[src/rtl/mei2_pkg.sv]
package mei2_pkg;

  ////////////////////////////////////////////////////////////////////////////////
  // Bus geometry
  localparam int unsigned ADR_W   = 8;
  localparam int unsigned DAT_W   = 32;
  localparam int unsigned SEL_W   = 4;
  localparam int unsigned EVT_W   = 6;
  localparam int unsigned FIELD_W = 7;
  localparam int unsigned SAMP_W  = 8;
  localparam int unsigned IRQ_W   = 2;

  ////////////////////////////////////////////////////////////////////////////////
  // Register indices; byte address is four times the index
  localparam logic [7:0] IDX_CONFIG     = 8'h34;
  localparam logic [7:0] IDX_SOURCE     = 8'h35;
  localparam logic [7:0] IDX_THRESHOLD  = 8'h36;
  localparam logic [7:0] IDX_DURATION   = 8'h37;
  localparam logic [7:0] IDX_CONTROL    = 8'h38;
  localparam logic [7:0] IDX_IRQ_STATUS = 8'h39;
  localparam logic [7:0] IDX_IRQ_ENABLE = 8'h3A;
  localparam logic [7:0] IDX_IRQ_CLEAR  = 8'h3B;

  ////////////////////////////////////////////////////////////////////////////////
  // Field positions
  localparam int unsigned CFG_AND_OR_BIT = 7;
  localparam int unsigned CFG_SIXDIR_BIT = 6;
  localparam int unsigned SRC_ACTIVE_BIT = 6;
  localparam int unsigned CTRL_LATCH_BIT = 0;
  localparam int unsigned IRQ_EVENT_BIT  = 0;
  localparam int unsigned IRQ_DROP_BIT   = 1;

  ////////////////////////////////////////////////////////////////////////////////
  // Reset values
  localparam logic [7:0]         CONFIG_RST    = 8'h00;
  localparam logic [FIELD_W-1:0] THRESHOLD_RST = 7'h00;
  localparam logic [FIELD_W-1:0] DURATION_RST  = 7'h00;
  localparam logic [EVT_W-1:0]   FLAGS_RST     = 6'h00;
  localparam logic [IRQ_W-1:0]   IRQ_RST       = 2'h0;
  localparam logic [FIELD_W-1:0] COUNT_MAX     = 7'h7F;

  ////////////////////////////////////////////////////////////////////////////////
  // Interrupt modes
  typedef enum logic [3:0] {
    MODE_OR   = 4'b0001,
    MODE_MOVE = 4'b0010,
    MODE_AND  = 4'b0100,
    MODE_POS  = 4'b1000
  } mei2_mode_t;

endpackage : mei2_pkg

[src/rtl/mei2_top.sv]
`timescale 1ns/1ps
// Summary of operation
// - A config bit selects AND or OR combining of enabled events and resets to 0.
// - A six-direction enable bit resets to 0 and picks the mode together with 's bit.
// - Each axis above-enable requests an interrupt when the sample magnitude exceeds the threshold, or with six-direction when the sample exceeds it.
// - Each axis below-enable requests an interrupt when the sample magnitude is under the threshold, or with six-direction when the sample is under its negative.
// - Without six-direction, OR fires on any enabled event and AND needs all of them.
// - With six-direction, combine 0 is movement recognition and combine 1 position.
// - The active flag is 1 once an interrupt was generated, else 0, and resets to 0.
// - Six per-event flags report which events occurred and reset to 0.
// - The source register is read only and its top bit reads 0.
// - Reading the source register clears the active flag and drops the pin.
// - In latched mode the source register is frozen until read, then may refresh.
// - The threshold is a 7-bit field resetting to zero with bit 7 reading 0.
// - A 7-bit duration resetting to zero sets how long a condition must last.
// - Duration is counted in sample periods so it scales with the data rate.
// - Axis samples are 8-bit two's complement values.
module mei2_top
  import mei2_pkg::*;
(
  input  wire logic             clk_i,
  input  wire logic             rst_i,
  input  wire logic             wb_cyc_i,
  input  wire logic             wb_stb_i,
  input  wire logic             wb_we_i,
  input  wire logic [ADR_W-1:0] wb_adr_i,
  input  wire logic [SEL_W-1:0] wb_sel_i,
  input  wire logic [DAT_W-1:0] wb_dat_i,
  output logic      [DAT_W-1:0] wb_dat_o,
  output logic                  wb_ack_o,
  input  wire logic             sample_valid_i,
  input  wire logic [SAMP_W-1:0] accel_x_i,
  input  wire logic [SAMP_W-1:0] accel_y_i,
  input  wire logic [SAMP_W-1:0] accel_z_i,
  output logic                  int2_o,
  output logic                  irq_o
);

  ////////////////////////////////////////////////////////////////////////////////
  // Helpers

  function automatic logic reg_hit(input logic [ADR_W-1:0] adr,
                                   input logic [7:0]       idx);
    return adr == {idx[5:0], 2'b00};
  endfunction : reg_hit

  function automatic logic [SAMP_W:0] magnitude(input logic [SAMP_W-1:0] s);
    logic [SAMP_W:0] ext;
    ext = {s[SAMP_W-1], s};
    return s[SAMP_W-1] ? 9'(-ext) : ext;
  endfunction : magnitude

  ////////////////////////////////////////////////////////////////////////////////
  // State

  logic [7:0]         config_q;
  logic [FIELD_W-1:0] threshold_q;
  logic [FIELD_W-1:0] duration_q;
  logic               latch_en;
  logic               interrupt_active_flag;
  logic [EVT_W-1:0]   flags;
  logic [FIELD_W-1:0] run_cnt;
  logic [EVT_W-1:0]   prev_dir;
  logic [IRQ_W-1:0]   irq_status;
  logic [IRQ_W-1:0]   irq_enable;

  ////////////////////////////////////////////////////////////////////////////////
  // Bus decode

  logic bus_req;
  logic bus_wr;
  logic bus_rd;
  logic hit_cfg;
  logic hit_src;
  logic hit_ths;
  logic hit_dur;
  logic hit_ctl;
  logic hit_ist;
  logic hit_ien;
  logic hit_icl;
  logic src_rd;

  assign bus_req = wb_cyc_i & wb_stb_i & ~wb_ack_o;
  // Only lane 0 carries register bits; other lanes are ignored
  assign bus_wr  = bus_req & wb_we_i & wb_sel_i[0];
  assign bus_rd  = bus_req & ~wb_we_i;
  assign hit_cfg = reg_hit(wb_adr_i, IDX_CONFIG);
  assign hit_src = reg_hit(wb_adr_i, IDX_SOURCE);
  assign hit_ths = reg_hit(wb_adr_i, IDX_THRESHOLD);
  assign hit_dur = reg_hit(wb_adr_i, IDX_DURATION);
  assign hit_ctl = reg_hit(wb_adr_i, IDX_CONTROL);
  assign hit_ist = reg_hit(wb_adr_i, IDX_IRQ_STATUS);
  assign hit_ien = reg_hit(wb_adr_i, IDX_IRQ_ENABLE);
  assign hit_icl = reg_hit(wb_adr_i, IDX_IRQ_CLEAR);
  assign src_rd  = bus_rd & hit_src;

  ////////////////////////////////////////////////////////////////////////////////
  // Axis comparators

  logic [3*SAMP_W-1:0] axes;
  logic [EVT_W-1:0]    ev_mag;
  logic [EVT_W-1:0]    ev_dir;
  logic [SAMP_W:0]     thr_ext;

  assign axes    = {accel_z_i, accel_y_i, accel_x_i};
  assign thr_ext = {2'b00, threshold_q};

  genvar gi;
  generate
    for (gi = 0; gi < 3; gi++) begin : g_axis
      logic [SAMP_W-1:0] smp;
      logic [SAMP_W:0]   mag;
      logic [SAMP_W:0]   sext;
      assign smp  = axes[gi*SAMP_W +: SAMP_W];
      assign mag  = magnitude(smp);
      assign sext = {smp[SAMP_W-1], smp};
      assign ev_mag[2*gi+1] = mag > thr_ext;
      assign ev_mag[2*gi]   = mag < thr_ext;
      // Directional view keeps the sign, for six-direction modes
      assign ev_dir[2*gi+1] = $signed(sext) > $signed(thr_ext);
      assign ev_dir[2*gi]   = $signed(sext) < -$signed(thr_ext);
    end
  endgenerate

  ////////////////////////////////////////////////////////////////////////////////
  // Mode selection and combining

  logic             and_or_select;
  logic             six_dir;
  logic [EVT_W-1:0] enables;
  mei2_mode_t       mode;
  logic [EVT_W-1:0] pattern;
  logic             cond;

  assign and_or_select = config_q[CFG_AND_OR_BIT];
  assign six_dir       = config_q[CFG_SIXDIR_BIT];
  assign enables       = config_q[EVT_W-1:0];
  assign mode          = and_or_select ? (six_dir ? MODE_POS  : MODE_AND)
                                       : (six_dir ? MODE_MOVE : MODE_OR);

  always_comb begin
    pattern = FLAGS_RST;
    cond    = 1'b0;
    unique case (mode)
      MODE_OR: begin
        pattern = ev_mag & enables;
        cond    = |pattern;
      end
      MODE_AND: begin
        pattern = ev_mag & enables;
        cond    = (enables != FLAGS_RST) && (pattern == enables);
      end
      MODE_MOVE: begin
        pattern = ev_dir & enables;
        cond    = (|pattern) && (pattern != prev_dir);
      end
      MODE_POS: begin
        pattern = ev_dir & enables;
        cond    = |pattern;
      end
    endcase
  end

  ////////////////////////////////////////////////////////////////////////////////
  // Duration qualification

  logic               qualified;
  logic [FIELD_W-1:0] next_run_cnt;

  // condition must last the programmed samples
  assign qualified    = cond && (run_cnt >= duration_q);
  // count consecutive samples, restart on drop
  assign next_run_cnt = !cond ? 7'h00 :
                        (run_cnt == COUNT_MAX) ? run_cnt : 7'(run_cnt + 7'h01);

  // advanced once per data-rate sample only
  always_ff @(posedge clk_i) begin
    if (rst_i) begin
      run_cnt  <= 7'h00;
      prev_dir <= FLAGS_RST;
    end else if (sample_valid_i) begin
      run_cnt  <= next_run_cnt;
      if (qualified || (pattern == FLAGS_RST)) begin
        prev_dir <= pattern;
      end
    end
  end

  ////////////////////////////////////////////////////////////////////////////////
  // Source register update

  logic             frozen;
  logic             set_active;
  logic             clr_active;
  logic             load_flags;
  logic             next_active;
  logic [EVT_W-1:0] next_flags;
  logic [IRQ_W-1:0] irq_set;
  logic [IRQ_W-1:0] irq_clr;

  assign frozen      = latch_en & interrupt_active_flag;
  assign set_active  = sample_valid_i & qualified & ~frozen;
  assign load_flags  = set_active | (sample_valid_i & ~latch_en & ~qualified);
  // a source read clears the active flag
  assign clr_active  = src_rd | (sample_valid_i & ~latch_en & ~qualified);
  // A new event in the read cycle wins over the clear
  assign next_active = set_active ? 1'b1 : (clr_active ? 1'b0 : interrupt_active_flag);
  assign next_flags  = set_active ? pattern : FLAGS_RST;

  always_ff @(posedge clk_i) begin
    if (rst_i) begin
      interrupt_active_flag <= 1'b0;
      flags                 <= FLAGS_RST;
    end else begin
      interrupt_active_flag <= next_active;
      if (load_flags) begin
        flags <= next_flags;
      end
    end
  end

  assign int2_o = interrupt_active_flag;

  ////////////////////////////////////////////////////////////////////////////////
  // Host interrupt status

  assign irq_set[IRQ_EVENT_BIT] = set_active & ~interrupt_active_flag;
  // Events lost while frozen are counted as a drop
  assign irq_set[IRQ_DROP_BIT]  = sample_valid_i & frozen & qualified;
  assign irq_clr = (bus_wr & hit_icl) ? wb_dat_i[IRQ_W-1:0] : IRQ_RST;

  always_ff @(posedge clk_i) begin
    if (rst_i) begin
      irq_status <= IRQ_RST;
    end else begin
      irq_status <= irq_set | (irq_status & ~irq_clr);
    end
  end

  assign irq_o = |(irq_status & irq_enable);

  ////////////////////////////////////////////////////////////////////////////////
  // Register writes

  // no write path into the source register
  always_ff @(posedge clk_i) begin
    if (rst_i) begin
      config_q    <= CONFIG_RST;
      threshold_q <= THRESHOLD_RST;
      duration_q  <= DURATION_RST;
      latch_en    <= 1'b0;
      irq_enable  <= IRQ_RST;
    end else if (bus_wr) begin
      if (hit_cfg) begin
        config_q <= wb_dat_i[7:0];
      end
      if (hit_ths) begin
        threshold_q <= wb_dat_i[FIELD_W-1:0];
      end
      if (hit_dur) begin
        duration_q <= wb_dat_i[FIELD_W-1:0];
      end
      if (hit_ctl) begin
        latch_en <= wb_dat_i[CTRL_LATCH_BIT];
      end
      if (hit_ien) begin
        irq_enable <= wb_dat_i[IRQ_W-1:0];
      end
    end
  end

  ////////////////////////////////////////////////////////////////////////////////
  // Read mux and acknowledge

  logic [7:0]       src_byte;
  logic [DAT_W-1:0] rd_word;

  // top bit of the source reads 0
  assign src_byte = {1'b0, interrupt_active_flag, flags};
  assign rd_word  = hit_cfg ? {24'h00_0000, config_q} :
                    hit_src ? {24'h00_0000, src_byte} :
                    hit_ths ? {25'h000_0000, threshold_q} :
                    hit_dur ? {25'h000_0000, duration_q} :
                    hit_ctl ? {31'h0000_0000, latch_en} :
                    hit_ist ? {30'h0000_0000, irq_status} :
                    hit_ien ? {30'h0000_0000, irq_enable} :
                    32'h0000_0000;

  // Unmapped addresses still answer, with zero data
  always_ff @(posedge clk_i) begin
    if (rst_i) begin
      wb_ack_o <= 1'b0;
      wb_dat_o <= 32'h0000_0000;
    end else begin
      wb_ack_o <= bus_req;
      if (bus_rd) begin
        wb_dat_o <= rd_word;
      end
    end
  end

  ////////////////////////////////////////////////////////////////////////////////
  // Checks

  logic rd_src_q;
  logic rd_ths_q;

  always_ff @(posedge clk_i) begin
    if (rst_i) begin
      rd_src_q <= 1'b0;
      rd_ths_q <= 1'b0;
    end else begin
      rd_src_q <= src_rd;
      rd_ths_q <= bus_rd & hit_ths;
    end
  end
endmodule : mei2_top

[config.mk]
export PLATFORM = sky130hd
export DESIGN_NAME = mei2_top
export DESIGN_NICKNAME = d
export VERILOG_FILES = /design/src/rtl/mei2_pkg.sv /design/src/rtl/mei2_top.sv
export SDC_FILE = /design/constraint.sdc
export NUM_CORES = 1
export LEC_CHECK = 0
export BUFFER_PORTS_ARGS = -buffer_cell sky130_fd_sc_hd__clkbuf_2
export CORE_MARGIN = 2
export CORE_UTILIZATION = 52
export CTS_BUF_LIST = sky130_fd_sc_hd__clkbuf_16
export DETAILED_ROUTE_END_ITERATION = 12
export GPL_ROUTABILITY_DRIVEN = 0
export PLACE_DENSITY = 0.75
export RECOVER_POWER = 25
export SETUP_SLACK_MARGIN = 0.02
export SYNTH_ARGS = -nofsm -noshare
export SYNTH_HDL_FRONTEND = slang
export SYNTH_SLANG_ARGS = --single-unit
[constraint.sdc]
create_clock -name clk_i -period 4 [get_ports clk_i]
set_clock_uncertainty 0.05 [all_clocks]
set_input_delay 0.2 -clock clk_i [delete_from_list [all_inputs] [get_ports clk_i]]
set_output_delay 0.2 -clock clk_i [all_outputs]
set_load 0.01 [all_outputs]
==> summary.md, run 1 <==
| Metric | Value |
|---|---|
| 1st-pass router iterations | 5 |
| Synth Area in XOR/XNOR | 0.06160 |
| Final Instance Area | 5891 um^2 |
| Final Hold Vio Count | 0 |
| Fill count | 898 |
| Adder-Cell Fraction of Synth Area | 0.1626 |
| EDFF count, synth | 0 |
| Placement Setup Slack | -0.1192 ns |
| Routed vias/inst | 6.030 |
| Core area | 9684 um^2 |
| Hold crit path type | input port to register |
| RSZ-0062 raised after global routing | false |
| Dpl cells | 824 |
| Remaining DRCs | 0 |
| Relative slew margins | -0.1328 |
| CP Capture Type | register |
| Area Overhead vs Synth | 14.63% |
| Post-DRT Antenna Nets | 0 |
| Max Cap Viol | 1 |
| Total power | 1.340 mW |
| WS Path Type | register to register |
| Worst setup margin | 0.1625 ns |
| CTS tree | built |
| Mux contribution to synthesized area | 0.05478 |
| First-pass GRT wire length | 23,170 um |
| Main synth FF type | dfxtp_1 |
| Top cell type by total area after synthesis | dfxtp_1 |
| Worst setup SP type | register |
| Worst EP required | 4.14 ns |
| Final WL | 14,620 um |
| PwrDens | 227.4 nW/um^2 |
| Vias in the first global route | 4,858 |
| Ys async rst share | 0 |
| Yosys warnings | 0 |
| Fin. max-slew vios | 40 |
| Sequential fraction of the synthesis area | 0.2182 |
| Max VDD drop | 0.2494 mV |
| Die height | 103.4 um |
| Leakage power | 2.415 nW |
| N_diodes | 0 |
| Clock sinks | 56 |
| Final min period | 3.838 ns |
| Starting Density | 0.5306 |
| Post-DP HPWL | 11,150 um |
| Failing checks | capacitance limit, slew limit |
| Placed Instance Area | 5563 um^2 |
| Compound-gate portion of the synthesized area | 0.2157 |
| Synth Area in Simple Gates | 0.2028 |
| Initial antenna violation count | 0 |
| Crit share post-route | 0.9594 |
| Chip width | 103.4 um |
| Root Buffer | clkbuf_16 |
| Grt total ovfl | 0 |
| Arrival time worst endpoint | 3.98 ns |
| Share of cells above drive strength 1 | 0.1523 |
| Io pins | 109 |
| Count of cell types in the netlist | 78 |
| Post-synth top area share | 0.2182 |
| Crit-path max FO | 12 |
| I/O Buffers | 57 |
| CTS Buffer Depth | 2 |
| Synth area leaders | dfxtp_1 22%, ha_1 16%, mux2i_1 5.3% |
| Clk_lat worst skew | 0.30 ns |
| Clock-pin slew on the worst setup and hold paths | 0.08 ns |
| Fmax | 0.2606 GHz |
| Endpoints failing setup | 0 |
| Detailed-route wire length per cell | 17.37 um |
| DR iter-0 viols | 289 |
| Flops & latches, synth | 56 |
| Worst-Margin Slew | 1.699 ns |
| Nets@finish | 848 |
| Syn Area/Cell | 8.105 um^2 |
| Mapped Cells | 634 |
| Reg2Reg Setup Slack | 0.16 ns |
| Mapped Area | 5139 um^2 |
| H-Tree Level Count | 2 |
| Total CTS buffers | 5 |
| Die area | 10,690 um^2 |
| Row Count | 36 |
| Final hold slack | 0.1330 ns |
| Largest family of logic cells by synthesized area | compound AO/OA/AOI/OAI gates |
| GR Util All Layers | 0.2748 |
| Via count | 5,077 |
| Non-Filler Instances | 842 |
| Status | finished with violations |
| Largest net degree at the start of global routing | 40 |
==> metrics by stage <==
step / setup TNS [ns] / utilization
after floorplan: 0 / -
after global placement: 0 / 0.5744
after detailed placement: -0.5299 / 0.5744
after CTS: 0 / 0.5932
after global routing: 0 / 0.6083
final: 0 / 0.6083
==> synthesized netlist by cell type (all sizes together), types with 4 or more instances <==
cell type  number
inv            46
ha             66
nand2          51
a222oi          5
o31ai           7
o311a           5
nor2           66
nor3b           4
a31oi          12
buf            26
o41ai           4
o21a            4
mux2i          27
o21ai          33
o32ai           5
nand2b          8
nand4           9
nor3           13
xor2            7
clkbuf         16
nor2b          10
nand3          18
xnor2          27
dfxtp          56
and3            5
a21oi          24
or3             6
a21o           13
o22ai           4
o221ai          4
==> cells in the final DEF (no fill, tap or decap), types with 4 or more instances in the layout <==
cell type  count
dfxtp_1       56
mux2i_1       27
nand4_1        9
o21ai_1        4
nand2b_1       8
nand2_1       51
o311a_1        5
o221ai_1       4
o31ai_1        6
ha_1          65
nor3_1        11
a31oi_1       11
nor3b_1        4
xnor2_1       26
a21o_1        13
xor2_1         6
clkbuf_1      13
o21ai_0       27
o21a_1         4
buf_4         26
inv_1         45
a21oi_1       23
a222oi_1       5
nor2_1        64
nand3_1       18
clkbuf_16      5
o22ai_1        4
and3_1         4
clkbuf_2      45
nor2b_1       10
conb_1        24
or3_1          4
o32ai_1        5
==> state kept, by name, summed over array words and instances (netlist names) <==
name         cells
duration_q       7
wb_ack_o         1
run_cnt          7
int2_o           1
irq_enable       2
irq_status       2
threshold_q      7
wb_dat_o         8
prev_dir         6
config_q         8
latch_en         1
flags            6
==> power breakdown <==
group          switching, mW  leakage [nW]  internal, mW  total, mW
combinational          0.159          1.88         0.107      0.267
clock                  0.210        0.0856         0.296      0.506
sequential           0.00405         0.452         0.563      0.567
==> per-layer routing <==
metal  track usage  wire (um)  up-vias
li1              -          -     2428
met1        0.3500       6348     2405
met2        0.4650       6961      205
met3       0.04234        860       39
met4        0.1093        452        0
met5             0          0        -
==> path summary, 6_finish.rpt <==
path                   from       endpoint  cells past startpoint
max          threshold_q[1]    prev_dir[1]                     16
min             wb_dat_i[2]  duration_q[2]                      3
min reg2reg     wb_dat_o[7]    wb_dat_o[7]                      2
max reg2reg  threshold_q[1]    prev_dir[1]                     16
==> critical path, stage by stage (launching register included) <==
cell and delay, ns:
dfxtp_1 0.33, inv_1 0.06, ha_2 0.31, inv_1 0.11, ha_1 0.30, nand2_1 0.04, o21ai_1 0.13, maj3_1 0.19
a21oi_1 0.09, or4_4 0.55, a41o_1 0.28, or4_4 0.45, o311ai_4 0.12, a211oi_4 0.11, buf_12 0.16, buf_4 0.14
o311a_1 0.31
==> kinds of logic after synthesis <==
kind of cell             Yosys count
AO/OA/AOI/OAI                    153
XOR/XNOR                          34
adder cells (fa/ha/maj)           67
buffers and inverters             88
flip-flops                        56
multiplexers                      28
other                              1
AND/OR/NAND/NOR                  207
==> final cells by class <==
class / count / area (um^2) / area share
Multi-Input combinational cell: 513 / 3755 / 0.6374
Sequential cell: 56 / 1121 / 0.1903
Inverter: 46 / 180.2 / 0.03059
Clock inverter: 3 / 42.54 / 0.007222
Timing Repair Buffer: 86 / 500.5 / 0.08496
Tap cell: 133 / 166.4 / 0.02825
Clock buffer: 5 / 125.1 / 0.02124
==> what timing repair did <==
| item | 4_1_cts | 5_1_grt |
|---|---|---|
| resized for setup | 2 | 16 |
| pin swaps | 0 | 6 |
| endpoints found under the setup margin | 9 | 14 |
| buffers inserted | 0 | 10 |
| hold buffers | 0 | 0 |
| hold endpoints to repair | 0 | 0 |
| gates cloned | 0 | 0 |
Note: power is estimated with default switching activity, not from simulation.
==> inputs of run 2 (changes only) <==
--- a/config.mk
+++ b/config.mk
@@ -11,7 +11,7 @@
 export CTS_BUF_LIST = sky130_fd_sc_hd__clkbuf_16
 export DETAILED_ROUTE_END_ITERATION = 12
 export GPL_ROUTABILITY_DRIVEN = 0
-export PLACE_DENSITY = 0.75
+export PLACE_DENSITY_LB_ADDON = 0.05
 export RECOVER_POWER = 25
 export SETUP_SLACK_MARGIN = 0.02
 export SYNTH_ARGS = -nofsm -noshare
==> run 2 against run 1 <==
  * The run now ends clean
  * Combinational power barely moved
  * Die area stayed put
  * Setup slack improved by 0.042 ns
  * Sequential power barely moved
  * Critical path type unchanged
  * Register-to-register slack improved by 0.04 ns
  * Sequential share of layout area is essentially flat
  * Routed wire length shrank 5.4%
  * Maximum frequency rose by 1.1%
  * Utilization shrank 0.077 points
  * Cell area is 0.13% lower
  * Global-route usage decreased by 0.54 points
==> summary.md, run 2 (same netlist as run 1, synthesis figures left out) <==
| Metric | Value |
|---|---|
| Starting Density | 0.5306 (unchanged) |
| First-pass GRT wire length | 22,680 um (was 23,170 um) |
| Via count | 4,881 (was 5,077) |
| Worst r2r src | threshold_q[3] (was threshold_q[1]) |
| Remaining DRCs | 0 (unchanged) |
| Endpoints failing setup | 0 (unchanged) |
| 1st-pass router iterations | 7 (was 5) |
| Final min period | 3.795 ns (was 3.838 ns) |
| Fmax | 0.2635 GHz (was 0.2606 GHz) |
| Most common cell after layout, fill and taps aside | ha_1 (unchanged) |
| Worst-Margin Slew | 0.9488 ns (was 1.699 ns) |
| Routed vias/inst | 5.770 (was 6.030) |
| Crit-path max FO | 5 (was 12) |
| DR iter-0 viols | 207 (was 289) |
| Vias in the first global route | 4,688 (was 4,858) |
| Worst path cell trace | or3_4 > or3_1 > nor3_1 > buf_4 > ha_1 > a21o_1 > o311ai_1 > o311ai_2 > buf_4 > nand3b_1 > o21ai_2 > or4_4 > o311ai_4 > a211o_1 > nand2b_1 > o32ai_1 (was inv_1 > ha_2 > inv_1 > ha_1 > nand2_1 > o21ai_1 > maj3_1 > a21oi_1 > or4_4 > a41o_1 > or4_4 > o311ai_4 > a211oi_4 > buf_12 > buf_4 > o311a_1) |
| Clock-pin slew on the worst setup and hold paths | 0.06 ns (was 0.08 ns) |
| Clk_lat worst skew | 0.29 ns (was 0.30 ns) |
| Detailed-route wire length per cell | 16.36 um (was 17.37 um) |
| Crit share post-route | 0.9488 (was 0.9594) |
| Final WL | 13,840 um (was 14,620 um) |
| Final hold slack | 0.1102 ns (was 0.1330 ns) |
| Die height | 103.4 um (unchanged) |
| PwrDens | 211.8 nW/um^2 (was 227.4 nW/um^2) |
| CP delay by family, top | simple AND/OR/NAND/NOR gates (unchanged) |
| GR Util All Layers | 0.2694 (was 0.2748) |
| Most Frequent Cell on Critical Path | buf_4 |
| Most frequent cells in the layout | 66 x ha_1, 64 x nor2_1, 56 x dfxtp_1, 51 x nand2_1, 46 x clkbuf_2 (was 65 x ha_1, 64 x nor2_1, 56 x dfxtp_1, 51 x nand2_1) |
| Largest net degree at the start of global routing | 40 (unchanged) |
| Biggest registers after layout | config_q x8, wb_dat_o x8 (unchanged) |
| Fill count | 920 (was 898) |
| Worst setup SP type | register (unchanged) |
| Fin. max-slew vios | 0 (was 40) |
| H-Tree Level Count | 2 (unchanged) |
| Arrival time worst endpoint | 3.89 ns (was 3.98 ns) |
| Post-DP HPWL | 11,090 um (was 11,150 um) |
| Final Util | 0.6075 (was 0.6083) |
| Relative slew margins | 0.3651 (was -0.1328) |
| Worst EP required | 4.10 ns (was 4.14 ns) |
| Total CTS buffers | 5 (unchanged) |
| Status | finished clean (was finished with violations) |
| Area taken by multi-input logic gates | 3730 um^2 (was 3755 um^2) |
| Hold crit path type | input port to register (unchanged) |
| HP Start | wb_dat_i[7] (was wb_dat_i[2]) |
| Row Count | 36 (unchanged) |
| CP Capture Type | register (unchanged) |
| Final Hold Vio Count | 0 (unchanged) |
| Final Instance Area | 5883 um^2 (was 5891 um^2) |
| Root Buffer | clkbuf_16 (unchanged) |
| Max VDD drop | 0.3030 mV (was 0.2494 mV) |
| Critical-path top delay cell | or4_4 (unchanged) |
| Placed Instance Area | 5608 um^2 (was 5563 um^2) |
| RSZ-0062 raised after global routing | false (unchanged) |
| Core area | 9684 um^2 (unchanged) |
| N_diodes | 0 (unchanged) |
| Post-DRT Antenna Nets | 0 (unchanged) |
| Total power | 1.246 mW (was 1.340 mW) |
| Nets@finish | 853 (was 848) |
| Io pins | 109 (unchanged) |
| I/O Buffers | 57 (unchanged) |
| Area Overhead vs Synth | 14.49% (was 14.63%) |
| Die area | 10,690 um^2 (unchanged) |
| Max Cap Viol | 0 (was 1) |
| Clock sinks | 56 (unchanged) |
| Setup crit start | threshold_q[3] (was threshold_q[1]) |
| Grt total ovfl | 0 (unchanged) |
| Initial antenna violation count | 0 (unchanged) |
| CTS Buffer Depth | 2 (unchanged) |
| Share of cells above drive strength 1 | 0.1557 (was 0.1523) |
| Chip width | 103.4 um (unchanged) |
| Register Area | 1121 um^2 (unchanged) |
| Number of buffers and inverters on the critical path | 2 (was 4) |
| Leakage power | 2.429 nW (was 2.415 nW) |
| CTS tree | built (unchanged) |
| WS Path Type | register to register (unchanged) |
| CP peak stage delay | 0.56 ns (was 0.55 ns) |
==> run 2: per-stage QoR <==
| stage | worst slack (ns) | std cells | TNS [ns] |
|---|---|---|---|
| floorplan | 0.2697 | 657 | 0 |
| global placement | -0.02079 | 830 | -0.03614 |
| detailed placement | -0.1499 | 830 | -0.8679 |
| CTS | 0.02072 | 837 | 0 |
| global route | 0.009096 | 846 | 0 |
| finish | 0.2048 | 846 | 0 |
==> run 2: final timing paths <==
path	endpoint	slack [ns]	depth (start not counted)
max	flags[5]	0.20	16
min	config_q[7]	0.11	3
max reg2reg	flags[5]	0.20	16
min reg2reg	wb_dat_o[7]	0.43	2
==> run 2: area by class of cell <==
cell class	instances	share of cell area
Clock buffer	5	0.02127
Tap cell	133	0.02829
Timing Repair Buffer	91	0.09379
Multi-Input combinational cell	513	0.6340
Clock inverter	2	0.001489
Inverter	46	0.03063
Sequential cell	56	0.1906
==> run 2: routing by layer <==
metal / vias to the layer above / track usage / routed length [um]
li1: 2429 / - / -
met2: 138 / 0.4868 / 6888
met4: 0 / 0.09008 / 398
met1: 2287 / 0.3310 / 5945
met3: 27 / 0.03091 / 605
met5: - / 0 / 0
==> run 2: repair_timing <==
item	CTS	global route
hold buffers	0	0
resized for setup	2	9
pin swaps	0	4
setup endpoints to repair	8	21
setup buffers	0	9
==> run 2: worst min-delay path, stage by stage <==
cell and delay, ns:
clkbuf_2 0.08, mux2i_1 0.06, nor2_1 0.08
==> run 2: report_power, final <==
part | internal, mW | switching, mW | total (mW)
Clock | 0.225 | 0.186 | 0.411
Combinational | 0.110 | 0.157 | 0.267
Sequential | 0.563 | 0.00434 | 0.568
==> inputs of run 3 (changes only) <==
--- a/config.mk
+++ b/config.mk
@@ -7,7 +7,7 @@
 export LEC_CHECK = 0
 export BUFFER_PORTS_ARGS = -buffer_cell sky130_fd_sc_hd__clkbuf_2
 export CORE_MARGIN = 2
-export CORE_UTILIZATION = 52
+export CORE_UTILIZATION = 51
 export CTS_BUF_LIST = sky130_fd_sc_hd__clkbuf_16
 export DETAILED_ROUTE_END_ITERATION = 12
 export GPL_ROUTABILITY_DRIVEN = 0
==> constraint.sdc (replaced) <==
create_clock -name clk_i -period 3.3 [get_ports clk_i]
set_clock_uncertainty 0.05 [all_clocks]
set_input_delay 0.165 -clock clk_i [delete_from_list [all_inputs] [get_ports clk_i]]
set_output_delay 0.165 -clock clk_i [all_outputs]
set_load 0.01 [all_outputs]
==> run 3 against run 2 <==
  * The run now ends with setup timing left
  * Register-to-register slack got worse by 0.60 ns
  * Maximum frequency grew 2.7%
  * Setup slack worse by 0.60 ns
  * Utilization grew 5.4 points
  * Routed wire length grew 7.9%
  * First-iteration DRC count rose by 1.9%
  * Largest power group unchanged
==> summary.md, run 3 (same netlist as run 1, synthesis figures left out) <==
| Metric | Value |
|---|---|
| Reg2Reg Setup Slack | -0.40 ns (was 0.20 ns) |
| Detailed-route wire length per cell | 16.52 um (was 16.36 um) |
| Clk_lat worst skew | 0.29 ns (about the same) |
| Nets@finish | 910 (was 853) |
| I/O Buffers | 57 (unchanged) |
| # hold bufs at CTS | 0 (unchanged) |
| Fmax | 0.2705 GHz (was 0.2635 GHz) |
| Final Instance Area | 6467 um^2 (was 5883 um^2) |
| Post-DRT Antenna Nets | 0 (unchanged) |
| First-pass GRT wire length | 24,670 um (was 22,680 um) |
| Relative slew margins | 0.3476 (was 0.3651) |
| Die area | 10,900 um^2 (was 10,690 um^2) |
| 1st-pass router iterations | 9 (was 7) |
| Row Count | 36 (unchanged) |
| CP Capture Type | register (unchanged) |
| Critical R2R Capture | prev_dir[4] (was flags[5]) |
| Endpoints failing setup | 22 (was 0) |
| Biggest registers after layout | config_q x8, wb_dat_o x8 (unchanged) |
| Worst setup margin | -0.3968 ns (was 0.2048 ns) |
| DR iter-0 viols | 211 (was 207) |
| Post-route setup TNS | -6.491 ns (was 0 ns) |
| Worst setup SP type | register (unchanged) |
| Placed Instance Area | 6086 um^2 (was 5608 um^2) |
| Worst-Margin Slew | 0.9751 ns (was 0.9488 ns) |
| Initial antenna violation count | 0 (unchanged) |
| Core area | 9774 um^2 (was 9684 um^2) |
| Crit share post-route | 1.120 (was 0.9488) |
| Leakage power | 2.744 nW (was 2.429 nW) |
| Chip width | 104.4 um (was 103.4 um) |
| Number of buffers and inverters on the critical path | 4 (was 2) |
| Total CTS buffers | 5 (unchanged) |
| Io pins | 109 (unchanged) |
| PwrDens | 241.8 nW/um^2 (was 211.8 nW/um^2) |
| Final Hold Vio Count | 0 (unchanged) |
| Remaining DRCs | 0 (unchanged) |
| Via count | 5,106 (was 4,881) |
| Hold Path End | config_q[7] (unchanged) |
| Largest net degree at the start of global routing | 40 (unchanged) |
| Arrival time worst endpoint | 3.85 ns (was 3.89 ns) |
| Non-Filler Instances | 904 (was 846) |
| Failing checks | setup timing |
| Crit-path max FO | 8 (was 5) |
| Die height | 104.4 um (was 103.4 um) |
| Most frequent cells in the layout | 88 x buf_4, 62 x ha_1, 61 x nor2_1, 52 x dfxtp_1, 51 x nand2_1 (was 66 x ha_1, 64 x nor2_1, 56 x dfxtp_1, 51 x nand2_1, 46 x clkbuf_2) |
| GR Util All Layers | 0.2740 (was 0.2694) |
| CTS Buffer Depth | 2 (unchanged) |
| Most Frequent Cell on Critical Path | buf_4 (unchanged) |
| Hold crit path type | input port to register (unchanged) |
| Hold depth | 3 (unchanged) |
| Dpl cells | 888 (was 830) |
| Max Cap Viol | 0 (unchanged) |
| H-Tree Level Count | 2 (unchanged) |
| CTS tree | built (unchanged) |
| Grt total ovfl | 0 (unchanged) |
| Vias in the first global route | 5,052 (was 4,688) |
| Share of cells above drive strength 1 | 0.2529 (was 0.1557) |
| Post-DP HPWL | 11,960 um (was 11,090 um) |
| CP delay by family, top | compound AO/OA/AOI/OAI gates (was simple AND/OR/NAND/NOR gates) |
| N_diodes | 0 (unchanged) |
| Root Buffer | clkbuf_16 (unchanged) |
| RSZ-0062 raised after global routing | true (was false) |
| Most common cell after layout, fill and taps aside | buf_4 (was ha_1) |
| Worst EP required | 3.45 ns (was 4.10 ns) |
| Final WL | 14,930 um (was 13,840 um) |
| CP peak stage delay | 0.38 ns (was 0.56 ns) |
| Worst r2r src | threshold_q[3] (unchanged) |
| Clock sinks | 56 (unchanged) |
| Clock-pin slew on the worst setup and hold paths | 0.07 ns (was 0.06 ns) |
| Worst path cell trace | or3_4 > buf_4 > nor4b_4 > buf_4 > ha_4 > mux2i_4 > nor2b_1 > a2111oi_2 > o2111ai_1 > a31o_1 > o311ai_4 > a211oi_2 > buf_4 > buf_6 > o41ai_2 (was or3_4 > or3_1 > nor3_1 > buf_4 > ha_1 > a21o_1 > o311ai_1 > o311ai_2 > buf_4 > nand3b_1 > o21ai_2 > or4_4 > o311ai_4 > a211o_1 > nand2b_1 > o32ai_1) |
| WS Path Type | register to register (unchanged) |
| Final min period | 3.697 ns (was 3.795 ns) |
| Routed vias/inst | 5.648 (was 5.770) |
| Max VDD drop | 0.2931 mV (was 0.3030 mV) |
| HP Start | wb_dat_i[7] (unchanged) |
| Critical-path top delay cell | or3_4 (was or4_4) |
| Fin. max-slew vios | 0 (unchanged) |
| R2r worst-path depth | 15 (was 16) |
| Area Overhead vs Synth | 25.86% (was 14.49%) |
| Status | finished with violations (was finished clean) |
| Starting Density | 0.5257 (was 0.5306) |
==> run 3: cell count changes in the layout (fill, tap and decap cells not counted), sizes merged <==
cell	change
buf	+57
clkinv	+2
clkinvlp	-1
==> run 3: area by class of cell <==
class	instances	area (um^2)
multi-input cells	513	3899
fillers	872	3307
flip-flops and latches	56	1126
repair buffers	148	960.9
inverters	46	176.4
well taps	133	166.4
clock buffers	5	125.1
clock inverters	3	13.76
==> run 3: report_power, final <==
part	leakage, nW	internal (mW)	switching, mW
Combinational	2.22	0.161	0.200
Clock	0.0710	0.277	0.239
Sequential	0.455	0.683	0.00497
Total	2.74	1.12	0.444
==> run 3: how the worst max path moves through the flow <==
stage,startpoint,end,slack (ns),depth (start not counted)
2_1_floorplan,threshold_q[3],prev_dir[3],-0.27,12
3_3_place_gp,threshold_q[3],prev_dir[4],-0.33,15
3_5_place_dp,threshold_q[3],flags[3],-0.42,15
4_1_cts,threshold_q[3],prev_dir[4],-0.34,15
5_1_grt,threshold_q[3],prev_dir[0],-0.52,15
6_report,threshold_q[3],prev_dir[4],-0.40,15
==> run 3: per-layer routing <==
| layer | track usage | up-vias | wire length (um) |
|---|---|---|---|
| li1 | - | 2542 | - |
| met5 | 0 | - | 0 |
| met3 | 0.01880 | 30 | 477 |
| met1 | 0.3467 | 2402 | 6571 |
| met2 | 0.4911 | 132 | 7463 |
| met4 | 0.09073 | 0 | 420 |
==> run 3: metrics by stage <==
stage / hold slack, ns / utilization / total power [mW] / setup WS, ns
2_1_floorplan: 0.2547 / - / 0.9345 / -0.2719
3_3_place_gp: 0.3726 / 0.6226 / 1.036 / -0.3344
3_5_place_dp: 0.3829 / 0.6226 / 1.047 / -0.4224
4_1_cts: 0.1053 / 0.6495 / 1.560 / -0.3445
5_1_grt: 0.1307 / 0.6617 / 1.643 / -0.5182
6_report: 0.1005 / 0.6617 / 1.564 / -0.3968
==> run 3: what timing repair did <==
| action | 4_1_cts | 5_1_grt |
|---|---|---|
| pin swaps | 9 | 13 |
| cloned | 1 | 0 |
| endpoints found under the setup margin | 22 | 22 |
| buffers inserted | 4 | 3 |
| gates resized for setup | 14 | 21 |
| endpoints found under the hold margin | 0 | 0 |
==> run 3: worst min-delay path, cell delays in order <==
cell and delay [ns]:
clkbuf_2 0.09, mux2i_1 0.06, nor2_1 0.08
